<file path="src/pkg/lcv_params.svh">
// Offsets, field positions, reset values and rates of the clock and
// violation control bank.
// Assumes an 8-bit register port whose addresses match these offsets.
`ifndef LCV_PARAMS_SVH
`define LCV_PARAMS_SVH
`define LCV_OFS_GLOBAL 8'h07
`define LCV_OFS_TESTER 8'h10
`define LCV_OFS_INSERT 8'h11
`define LCV_OFS_LVDS 8'h12
`define LCV_OFS_RCKI 8'h13
`define LCV_OFS_TCKI 8'h14
`define LCV_OFS_CLKCTL 8'h15
`define LCV_OFS_KILL 8'h16
`define LCV_OFS_ISC 8'h1e
`define LCV_OFS_MCLK 8'h26
`define LCV_RST_VAL 8'h00
`define LCV_MASK_MCLK 8'h7f
`define LCV_MASK_GLOBAL 8'h07
`define LCV_MASK_TESTER 8'he1
`define LCV_MASK_ISC 8'h03
`define LCV_MCLK_PLL_EN 0
`define LCV_MCLK_FAMILY 1
`define LCV_MCLK_PERIOD_LSB 2
`define LCV_MCLK_AUX_EN 4
`define LCV_MCLK_REF_EN 5
`define LCV_MCLK_REF_SRC 6
`define LCV_GLB_HITLESS 0
`define LCV_GLB_JBW_LSB 1
`define LCV_TST_EN 0
`define LCV_TST_LANE_LSB 5
`define LCV_CKC_AUX_LSB 0
`define LCV_CKC_REF_RATE 4
`define LCV_CKC_LANE_LSB 5
`define LCV_ISC_COW 0
`define LCV_ISC_PIN_MODE 1
`define LCV_WINDOW_CYC 2'h3
`define LCV_KHZ_E1 16'h0800
`define LCV_KHZ_T1 16'h0608
`define LCV_KHZ_T1_GAP 16'h0600
`define LCV_KHZ_LOW 16'h0020
`define LCV_MHZ_JBW 13'h0271
`define LCV_CORE_KHZ 32'h000186a0
`define LCV_INC_PER_KHZ 32'h0000a7c6
`endif

</file>
<file path="src/pkg/lcv_pkg.sv">
// Types shared by the clock and violation control bank.
// Assumes lcv_params.svh supplies the numeric constants.
package lcv_pkg;
   // Per-channel line events, one bit per channel, one-cycle pulses.
   typedef struct packed {
      logic [7:0] bpv;
      logic [7:0] cv;
      logic [7:0] exz;
   } lcv_line_ev_t;
   // Per-channel decoder setup held in the neighbouring registers.
   typedef struct packed {
      logic [7:0] exz_det_en;
      logic [7:0] cv_det_dis;
      logic [7:0] hdb3;
      logic [7:0] dual_rail;
   } lcv_line_cfg_t;
   // Whole module state; every output is a field of it.
   typedef struct packed {
      logic [5:0] s1;
      logic [5:0] s2;
      logic [5:0] s3;
      logic [5:0] pin;
      logic rd_act;
      logic wr_act;
      logic [7:0] mclk_sel;
      logic [7:0] glb;
      logic [7:0] tst_ctl;
      logic [7:0] ins;
      logic [7:0] lvds;
      logic [7:0] rcki;
      logic [7:0] tcki;
      logic [7:0] clk_ctl;
      logic [7:0] kill;
      logic [7:0] isc;
      logic [7:0][1:0] win;
      logic [31:0] ref_acc;
      logic [31:0] aux_acc;
      logic [7:0] dout;
      logic dout_oe_n;
      logic [7:0] inject;
      logic pll_bypass;
      logic fixed_t1;
      logic [15:0] mclk_khz;
      logic [12:0] jbw_mhz;
      logic imp_off;
      logic [7:0] tester;
      logic pll_rec;
      logic [2:0] pll_lane;
      logic ref_pin;
      logic aux_pin;
      logic aux_oe_n;
      logic [7:0] rx_fall;
      logic [7:0] tx_inv;
      logic [7:0] rclk_low;
      logic [7:0] rclk_mclk;
      logic irq_n;
      logic irq_oe_n;
   } lcv_state_t;
endpackage

</file>
<file path="src/core/lcv_ctrl.sv">
// Global clock, tester-lane and line-violation control bank of an
// eight-channel line interface, reached through its 8-bit register port.
// Assumes address and write data are stable while a strobe is low and
// that line events and loss flags come from logic on CORE_CLK_IN.
//
// Function
// Reference pin carries the rate clock when enabled, else receive loss; enabled with the PLL off, it stays low.
// Auxiliary clock pin drives when enabled, else released to tristate.
// PLL off: master clock used directly, its rate fixes T1 or E1.
// PLL on, family set: period codes mean 1.544 to 12.352 MHz.
// PLL on, family clear: period codes mean 2.048 to 16.384 MHz.
// Jitter bandwidth field picks 0.625, 1.25, 2.5 or 5.0 Hz corner.
// Hitless bit with output-enable pin low turns off receiver matching.
// Tester enabled works on exactly one lane; lane select ignored otherwise.
// Rising insert bit injects exactly one bipolar violation on that channel.
// Violation status latches on bipolar, code or excess-zero event.
// Status clears on read, or only on write when clear-on-write set.
// Only first violation in a three-cycle window latches, reads notwithstanding.
// Excess zeros need enable; code violations need HDB3; dual rail bipolar only.
// Receive invert bit or high edge pin selects falling-edge receive data.
// System aligns transmit data to rising edge when transmit invert set.
// PLL lane field 000 to 111 picks recovered clock of channels 1-8.
// Loss on the PLL reference lane falls back to master clock meanwhile.
// Reference clock runs 2.048 MHz when rate bit set, else 1.544 MHz; it does not run with the PLL off.
// Four-bit auxiliary code picks one of four doubling rate families.
// On loss, kill bit holds recovered clock low, else master clock used.
// Interrupt pin drives low when active; idle is tristate or high.
// With clear-on-write, a status bit clears only on a written one.
// PLL source bit picks master clock at 0, recovered lane at 1.
`timescale 1ns/1ns
`include "lcv_params.svh"
module lcv_ctrl (
   // Clock and reset.
   input wire logic CORE_CLK_IN,
   input wire logic SRST_IN,
   // Register port pins.
   input wire logic CS_N_IN,
   input wire logic RD_N_IN,
   input wire logic WR_N_IN,
   input wire logic [7:0] ADDR_IN,
   input wire logic [7:0] DATA_IN,
   output logic [7:0] DATA_OUT,
   output logic DATA_OE_N_OUT,
   // Board pins.
   input wire logic OUT_EN_PIN_IN,
   input wire logic RX_EDGE_SELECT_PIN_IN,
   input wire logic MCLK_IS_T1_PIN_IN,
   // Line side status from the channels.
   input wire lcv_pkg::lcv_line_ev_t LINE_EV_IN,
   input wire lcv_pkg::lcv_line_cfg_t LINE_CFG_IN,
   input wire logic [7:0] RX_LOSS_IN,
   input wire logic IRQ_SRC_IN,
   // Clock plan controls.
   output logic PLL_BYPASS_OUT,
   output logic FIXED_T1_OUT,
   output logic [15:0] MCLK_KHZ_OUT,
   output logic [12:0] JITTER_BW_MHZ_OUT,
   output logic PLL_REF_RECOVERED_OUT,
   output logic [2:0] PLL_REF_LANE_OUT,
   output logic REF_CLOCK_OUT,
   output logic AUX_CLOCK_OUT,
   output logic AUX_CLOCK_OE_N_OUT,
   // Receiver impedance switch and per-channel controls.
   output logic RX_IMPEDANCE_OFF_OUT,
   output logic [7:0] TESTER_LANE_EN_OUT,
   output logic [7:0] INJECT_BPV_OUT,
   output logic [7:0] RX_FALL_EDGE_OUT,
   output logic [7:0] TX_CLOCK_INVERT_OUT,
   output logic [7:0] RCLK_HOLD_LOW_OUT,
   output logic [7:0] RCLK_USE_MCLK_OUT,
   // Interrupt pin.
   output logic IRQ_N_OUT,
   output logic IRQ_OE_N_OUT
);
   import lcv_pkg::*;

   localparam int P_T1 = 0;
   localparam int P_EDGE = 1;
   localparam int P_OE = 2;
   localparam int P_WR = 3;
   localparam int P_RD = 4;
   localparam int P_CS = 5;

   lcv_state_t cur_ff;
   lcv_state_t nxt_st;
   logic [7:0] ev;
   logic [7:0] clr;
   logic rd_now;
   logic wr_now;
   logic rd_go;
   logic wr_go;

   // Phase step of a numeric oscillator running from the core clock.
   function automatic logic [31:0] nco_inc(input logic [15:0] khz);
      nco_inc = 32'({16'h0000, khz} * `LCV_INC_PER_KHZ);
   endfunction

   // Auxiliary rate in kHz: a base per family, doubled per step.
   function automatic logic [15:0] aux_khz(input logic [3:0] code);
      logic [15:0] base;
      base = `LCV_KHZ_LOW;
      unique case (code[3:2])
         2'h0: base = `LCV_KHZ_E1;
         2'h1: base = `LCV_KHZ_T1;
         2'h2: base = `LCV_KHZ_T1_GAP;
         2'h3: base = `LCV_KHZ_LOW;
      endcase
      aux_khz = 16'(base << code[1:0]);
   endfunction

   // Register read multiplexer; unmapped offsets read as zero.
   function automatic logic [7:0] rd_mux(input logic [7:0] a,
                                         input lcv_state_t s);
      rd_mux = 8'h00;
      unique case (a)
         `LCV_OFS_MCLK: rd_mux = s.mclk_sel;
         `LCV_OFS_GLOBAL: rd_mux = s.glb;
         `LCV_OFS_TESTER: rd_mux = s.tst_ctl;
         `LCV_OFS_INSERT: rd_mux = s.ins;
         `LCV_OFS_LVDS: rd_mux = s.lvds;
         `LCV_OFS_RCKI: rd_mux = s.rcki;
         `LCV_OFS_TCKI: rd_mux = s.tcki;
         `LCV_OFS_CLKCTL: rd_mux = s.clk_ctl;
         `LCV_OFS_KILL: rd_mux = s.kill;
         `LCV_OFS_ISC: rd_mux = s.isc;
         default: rd_mux = 8'h00;
      endcase
   endfunction

   always_comb begin
      nxt_st = cur_ff;
      // Three-stage pin synchroniser; a level counts once stages 2 and 3 agree.
      nxt_st.s1 = {CS_N_IN, RD_N_IN, WR_N_IN, OUT_EN_PIN_IN,
                   RX_EDGE_SELECT_PIN_IN, MCLK_IS_T1_PIN_IN};
      nxt_st.s2 = cur_ff.s1;
      nxt_st.s3 = cur_ff.s2;
      for (int i = 0; i < 6; i++) begin
         if (cur_ff.s2[i] == cur_ff.s3[i]) begin
            nxt_st.pin[i] = cur_ff.s3[i];
         end
      end
      rd_now = !cur_ff.pin[P_CS] && !cur_ff.pin[P_RD];
      wr_now = !cur_ff.pin[P_CS] && !cur_ff.pin[P_WR] && cur_ff.pin[P_RD];
      nxt_st.rd_act = rd_now;
      nxt_st.wr_act = wr_now;
      rd_go = rd_now && !cur_ff.rd_act;
      wr_go = wr_now && !cur_ff.wr_act;
      clr = 8'h00;
      nxt_st.inject = 8'h00;
      // Data is captured once per strobe and held until the strobe ends.
      nxt_st.dout_oe_n = !rd_now;
      if (rd_go) begin
         nxt_st.dout = rd_mux(ADDR_IN, cur_ff);
         if (ADDR_IN == `LCV_OFS_LVDS && !cur_ff.isc[`LCV_ISC_COW]) begin
            clr = cur_ff.lvds;
         end
      end
      if (wr_go) begin
         unique case (ADDR_IN)
            `LCV_OFS_MCLK: nxt_st.mclk_sel = DATA_IN & `LCV_MASK_MCLK;
            `LCV_OFS_GLOBAL: nxt_st.glb = DATA_IN & `LCV_MASK_GLOBAL;
            `LCV_OFS_TESTER: nxt_st.tst_ctl = DATA_IN & `LCV_MASK_TESTER;
            `LCV_OFS_INSERT: begin
               nxt_st.ins = DATA_IN;
               nxt_st.inject = DATA_IN & ~cur_ff.ins;
            end
            `LCV_OFS_LVDS: begin
               if (cur_ff.isc[`LCV_ISC_COW]) begin
                  clr = DATA_IN;
               end
            end
            `LCV_OFS_RCKI: nxt_st.rcki = DATA_IN;
            `LCV_OFS_TCKI: nxt_st.tcki = DATA_IN;
            `LCV_OFS_CLKCTL: nxt_st.clk_ctl = DATA_IN;
            `LCV_OFS_KILL: nxt_st.kill = DATA_IN;
            `LCV_OFS_ISC: nxt_st.isc = DATA_IN & `LCV_MASK_ISC;
            default: nxt_st.isc = cur_ff.isc;
         endcase
      end
      // Qualified line events per channel.
      ev = LINE_EV_IN.bpv | (~LINE_CFG_IN.dual_rail &
           ((LINE_EV_IN.exz & LINE_CFG_IN.exz_det_en) |
            (LINE_EV_IN.cv & LINE_CFG_IN.hdb3 & ~LINE_CFG_IN.cv_det_dis)));
      for (int c = 0; c < 8; c++) begin
         // The window runs on its own, so a read cannot reopen it early.
         if (ev[c] && cur_ff.win[c] == 2'h0) begin
            nxt_st.win[c] = `LCV_WINDOW_CYC;
            nxt_st.lvds[c] = 1'b1;
         end else begin
            if (cur_ff.win[c] != 2'h0) begin
               nxt_st.win[c] = cur_ff.win[c] - 2'h1;
            end
            // An event that opens a window beats a clear arriving in the same cycle.
            nxt_st.lvds[c] = cur_ff.lvds[c] && !clr[c];
         end
      end
      // Master clock plan.
      nxt_st.pll_bypass = !cur_ff.mclk_sel[`LCV_MCLK_PLL_EN];
      nxt_st.fixed_t1 = !cur_ff.mclk_sel[`LCV_MCLK_PLL_EN] &&
                        cur_ff.pin[P_T1];
      if (cur_ff.mclk_sel[`LCV_MCLK_PLL_EN]) begin
         nxt_st.mclk_khz = cur_ff.mclk_sel[`LCV_MCLK_FAMILY] ?
            16'(`LCV_KHZ_T1 << cur_ff.mclk_sel[`LCV_MCLK_PERIOD_LSB +: 2]) :
            16'(`LCV_KHZ_E1 << cur_ff.mclk_sel[`LCV_MCLK_PERIOD_LSB +: 2]);
      end else begin
         nxt_st.mclk_khz = 16'h0000;
      end
      nxt_st.jbw_mhz = 13'(`LCV_MHZ_JBW <<
                           cur_ff.glb[`LCV_GLB_JBW_LSB +: 2]);
      nxt_st.imp_off = cur_ff.glb[`LCV_GLB_HITLESS] &&
                       !cur_ff.pin[P_OE];
      nxt_st.tester = cur_ff.tst_ctl[`LCV_TST_EN] ?
         8'(8'h01 << cur_ff.tst_ctl[`LCV_TST_LANE_LSB +: 3]) : 8'h00;
      // PLL reference; lane code n selects channel n+1.
      nxt_st.pll_lane = cur_ff.clk_ctl[`LCV_CKC_LANE_LSB +: 3];
      nxt_st.pll_rec = cur_ff.mclk_sel[`LCV_MCLK_REF_SRC] &&
         !RX_LOSS_IN[cur_ff.clk_ctl[`LCV_CKC_LANE_LSB +: 3]];
      // The oscillators only run with the PLL on; without it the aux pin and an enabled reference pin idle low.
      if (cur_ff.mclk_sel[`LCV_MCLK_PLL_EN]) begin
         nxt_st.ref_acc = cur_ff.ref_acc + nco_inc(
            cur_ff.clk_ctl[`LCV_CKC_REF_RATE] ? `LCV_KHZ_E1 : `LCV_KHZ_T1);
         nxt_st.aux_acc = cur_ff.aux_acc +
            nco_inc(aux_khz(cur_ff.clk_ctl[`LCV_CKC_AUX_LSB +: 4]));
      end else begin
         nxt_st.ref_acc = 32'h00000000;
         nxt_st.aux_acc = 32'h00000000;
      end
      nxt_st.ref_pin = cur_ff.mclk_sel[`LCV_MCLK_REF_EN] ?
                       cur_ff.ref_acc[31] : (|RX_LOSS_IN);
      nxt_st.aux_pin = cur_ff.aux_acc[31];
      nxt_st.aux_oe_n = !cur_ff.mclk_sel[`LCV_MCLK_AUX_EN];
      // Receive and transmit clock polarity.
      nxt_st.rx_fall = cur_ff.rcki | {8{cur_ff.pin[P_EDGE]}};
      nxt_st.tx_inv = cur_ff.tcki;
      nxt_st.rclk_low = RX_LOSS_IN & cur_ff.kill;
      nxt_st.rclk_mclk = RX_LOSS_IN & ~cur_ff.kill;
      // Interrupt pin: low when active, idle level set by the pin mode.
      if (IRQ_SRC_IN || (|cur_ff.lvds)) begin
         nxt_st.irq_n = 1'b0;
         nxt_st.irq_oe_n = 1'b0;
      end else begin
         nxt_st.irq_n = 1'b1;
         nxt_st.irq_oe_n = !cur_ff.isc[`LCV_ISC_PIN_MODE];
      end
      if (SRST_IN) begin
         nxt_st = '0;
         // Strobes and output enable idle high, edge and rate pins low.
         nxt_st.s1 = 6'h3c;
         nxt_st.s2 = 6'h3c;
         nxt_st.s3 = 6'h3c;
         nxt_st.pin = 6'h3c;
         nxt_st.mclk_sel = `LCV_RST_VAL;
         nxt_st.dout_oe_n = 1'b1;
         nxt_st.pll_bypass = 1'b1;
         nxt_st.aux_oe_n = 1'b1;
         nxt_st.irq_n = 1'b1;
         nxt_st.irq_oe_n = 1'b1;
      end
   end

   always_ff @(posedge CORE_CLK_IN) begin
      cur_ff <= nxt_st;
   end

   assign DATA_OUT = cur_ff.dout;
   assign DATA_OE_N_OUT = cur_ff.dout_oe_n;
   assign PLL_BYPASS_OUT = cur_ff.pll_bypass;
   assign FIXED_T1_OUT = cur_ff.fixed_t1;
   assign MCLK_KHZ_OUT = cur_ff.mclk_khz;
   assign JITTER_BW_MHZ_OUT = cur_ff.jbw_mhz;
   assign PLL_REF_RECOVERED_OUT = cur_ff.pll_rec;
   assign PLL_REF_LANE_OUT = cur_ff.pll_lane;
   assign REF_CLOCK_OUT = cur_ff.ref_pin;
   assign AUX_CLOCK_OUT = cur_ff.aux_pin;
   assign AUX_CLOCK_OE_N_OUT = cur_ff.aux_oe_n;
   assign RX_IMPEDANCE_OFF_OUT = cur_ff.imp_off;
   assign TESTER_LANE_EN_OUT = cur_ff.tester;
   assign INJECT_BPV_OUT = cur_ff.inject;
   assign RX_FALL_EDGE_OUT = cur_ff.rx_fall;
   assign TX_CLOCK_INVERT_OUT = cur_ff.tx_inv;
   assign RCLK_HOLD_LOW_OUT = cur_ff.rclk_low;
   assign RCLK_USE_MCLK_OUT = cur_ff.rclk_mclk;
   assign IRQ_N_OUT = cur_ff.irq_n;
   assign IRQ_OE_N_OUT = cur_ff.irq_oe_n;
endmodule

</file>
<file path="config.mk">
export PLATFORM = sky130hd
export DESIGN_NAME = lcv_ctrl
export DESIGN_NICKNAME = d
export VERILOG_FILES = /design/src/pkg/lcv_pkg.sv /design/src/core/lcv_ctrl.sv
export VERILOG_INCLUDE_DIRS = /design/src /design/src/pkg
export SDC_FILE = /design/constraint.sdc
export NUM_CORES = 1
export LEC_CHECK = 0
export BUFFER_PORTS_ARGS = -buffer_cell sky130_fd_sc_hd__buf_2
export CORE_UTILIZATION = 40
export DETAILED_ROUTE_END_ITERATION = 10
export PLACE_DENSITY = 0.66
export SKIP_CTS_REPAIR_TIMING = 1
export SYNTH_ARGS = -nofsm -noshare
export SYNTH_HDL_FRONTEND = slang
export SYNTH_SLANG_ARGS = --single-unit
</file>
<file path="constraint.sdc">
create_clock -name CORE_CLK_IN -period 8.92 [get_ports CORE_CLK_IN]
set_input_delay 0.892 -clock CORE_CLK_IN [delete_from_list [all_inputs] [get_ports CORE_CLK_IN]]
set_output_delay 0.892 -clock CORE_CLK_IN [all_outputs]
set_load 0.03 [all_outputs]
</file>
==> out/results.ini <==
[run_status]
status = finished clean

[clock_tree]
clockBufferDepth = 3
clock_sinks = 249
htree_levels = 1
clk_pin_slew_ps = 60
insertion_delay_ps = 580
clockRootBuffer = clkbuf_16
cts-buffers-inserted = 28
cts_tree = done

[die]
coreArea_mm2 = 0.0377
fp.dieArea_mm2 = 0.0391
ioPinCount = 187
die_y_um = 198
initial_core_util = 0.407
die_w_um = 198
rows = 71

[timing]
hold_violations = 0
drv_slew = 0
fmax_mhz = 125
max_slew_margin = 0.343
finalSetupViolations = 0
period_share = 0.900
fin_hold_ws_ps = 407
rsz0062_at_grt = false
worst_slew_pin_slew_ps = 986
setup_tns_ps = 0
worst_clock_skew_ps = 20.1
fin_crit_ps = 8020

[logic_synthesis]
syn_avg_cell_area_um2 = 8.81
synth.area.mux_share = 0.0299
synthArstFlopShare = 0
synth_cell_types = 75
syn_inst = 1740
synth-simple-area-share = 0.168
yosys_warnings = 0
synth_edf_count = 0
synth_area_mm2 = 0.0153
synth_top_family_by_area = adder cells
synth_fa_ha_area_frac = 0.221
ys_seq_elements = 249
synth_xor_area_frac = 0.0348
synth-compound-area-share = 0.129
seq_area_frac_synth = 0.325
synthFlopType = dfxtp_1

[place]
portBuffers = 180
place_congestion = 0.884
dp_hpwl_um = 27600

[power_and_ir_drop]
swShare = 0.246
internal_power_w = 0.00192
power_switching_w = 0.000626
combPwrFrac = 0.078
power_w = 0.00255
ir_worst_vdd_uv = 131
clkPwrFrac = 0.466
pwr_density_cell_mw_per_mm2 = 149
seqPwrFrac = 0.455
power_leakage_nw = 8.19

[cells_and_area]
final_common_cell = dfxtp_1
drive_above_1_share = 0.148
seq_area_mm2 = 0.00498
fin_util = 0.453
syn_to_final_growth_pct = 11.3
multi_input_area_mm2 = 0.00899
fillers = 3697
diodes = 0
layout_common_cells = dfxtp_1, nor2_1, buf_2, ha_1, inv_1
nets = 2146

[route]
viasPerCell = 5.10
routed_wl_um = 36400
drtIter0Drc = 772
route.vias.total = 12012
drcViolationCount = 0
drtPass1Iterations = 9
antenna_left = 0
wl_per_cell_um = 15.5

[critical_path]
cp-start-kind = register
cp_slowest_cell = nor2b_1
critPathKind = register to register
cpPeakStageDelay_ps = 640
crit_arrival_ps = 8450
cp_max_fo = 13
worstSetupEndpointType = register
cp_data_required_time_ps = 9340
crit_path_frequent_cell = fa_1

[worst_hold_path]
hold_path.class = register to register

[global_route]
grt_pass1_vias = 11495
grt_pass1_wl_um = 58500
grt_overflow = 0
grt_usage = 0.185
grt_max_degree = 96
antenna_found_initial = 0

[run]
drv_cap = 0

[sequential cells by signal, indices dropped and copies added, names as in the netlist]
signal,cells
cur_ff,162
JITTER_BW_MHZ_OUT,9
MCLK_KHZ_OUT,9
DATA_OUT,8
INJECT_BPV_OUT,8
RCLK_HOLD_LOW_OUT,8
RCLK_USE_MCLK_OUT,8
RX_FALL_EDGE_OUT,8
TESTER_LANE_EN_OUT,8
TX_CLOCK_INVERT_OUT,8
PLL_REF_LANE_OUT,3
AUX_CLOCK_OE_N_OUT,1
AUX_CLOCK_OUT,1
DATA_OE_N_OUT,1
FIXED_T1_OUT,1
IRQ_N_OUT,1
IRQ_OE_N_OUT,1
PLL_BYPASS_OUT,1
PLL_REF_RECOVERED_OUT,1
REF_CLOCK_OUT,1
RX_IMPEDANCE_OFF_OUT,1
[cells in the mapped netlist (7+ instances only)]
cell,number,share of area
a21oi_1,126,0.041
o211ai_1,7,0.0034
nor4_1,7,0.0029
a211oi_1,17,0.0083
mux2i_1,38,0.025
clkbuf_1,52,0.013
and2_1,9,0.0037
buf_2,7,0.0023
nand2_1,135,0.033
or2_2,17,0.0069
o21ai_0,50,0.016
nor2_1,197,0.048
xnor2_1,32,0.018
nor3b_1,21,0.010
a31oi_1,11,0.0045
xor2_1,29,0.017
nand3_1,58,0.019
a21o_1,21,0.010
fa_1,59,0.077
dfxtp_1,249,0.33
buf_4,88,0.043
a22oi_1,13,0.0064
inv_1,137,0.034
nor3_1,19,0.0062
ha_1,176,0.14
nand2b_1,10,0.0041
nor2b_1,31,0.013
and3_1,25,0.010
[worst paths after layout]
kind	from	endpoint	slack [ps]	cells past startpoint
hold / removal	cur_ff[281]$_SDFF_PP1_	cur_ff[275]$_SDFF_PP1_	410	1
setup / recovery	cur_ff[195]$_SDFFE_PP0P_	cur_ff[129]$_SDFF_PP0_	900	30
setup reg to reg	cur_ff[195]$_SDFFE_PP0P_	cur_ff[129]$_SDFF_PP0_	900	30
hold reg to reg	cur_ff[281]$_SDFF_PP1_	cur_ff[275]$_SDFF_PP1_	410	1
[per-stage QoR]
step	setup slack (ps)	std cells	cell area (um^2)
final	895	2355	17100
after floorplan	1100	1751	15400
after global routing	193	2355	17100
after CTS	900	2355	17100
after detailed placement	913	2303	16100
after global placement	1130	2303	16100
[metal layers]
| metal | up-vias | part of all wire | GRT usage |
|---|---|---|---|
| met5 | - | 0 | 0 |
| met4 | 0 | 0.024 | 0.0589 |
| met3 | 65 | 0.060 | 0.0342 |
| met2 | 329 | 0.46 | 0.300 |
| met1 | 5636 | 0.45 | 0.247 |
| li1 | 5982 | - | - |
[cell families (layout without fill, tap and decap cells)]
kind of cell    after synthesis  after routing
simple gates                552            552
compound gates              312            312
buf+inv                     286            379
flops                       249            249
fa+ha+maj                   235            235
xor+xnor                     61             61
mux                          43             43
other cells                   2             13
[power groups by stage]
| stage | sequential, W | combinational [W] | clock (W) |
|---|---|---|---|
| 2_1_floorplan | 0.00118 | 0.000141 | 0 |
| 3_3_place_gp | 0.00118 | 0.000188 | 0 |
| 3_5_place_dp | 0.00118 | 0.000198 | 0 |
| 4_1_cts | 0.00116 | 0.000200 | 0.00121 |
| 5_1_grt | 0.00116 | 0.000224 | 0.00126 |
| 6_report | 0.00116 | 0.000199 | 0.00119 |
[critical path: cells and delay by family, from the launching register on]
| family | cells | cell delay, ps |
|---|---|---|
| flip-flops | 1 | 580 |
| adder cells (fa/ha/maj) | 8 | 3470 |
| AO/OA/AOI/OAI | 10 | 1840 |
| XOR/XNOR | 2 | 340 |
| buffers and inverters | 4 | 270 |
| AND/OR/NAND/NOR | 5 | 1180 |
| multiplexers | 1 | 180 |
[area by class of cell]
class	count	share of cell area
Clock buffer	40	0.0478
Clock inverter	12	0.00865
Inverter	137	0.0301
Multi-Input combinational cell	1216	0.527
Sequential cell	249	0.292
Tap cell	511	0.0375
Timing Repair Buffer	190	0.0573
Note: power is estimated with default switching activity, not from simulation.
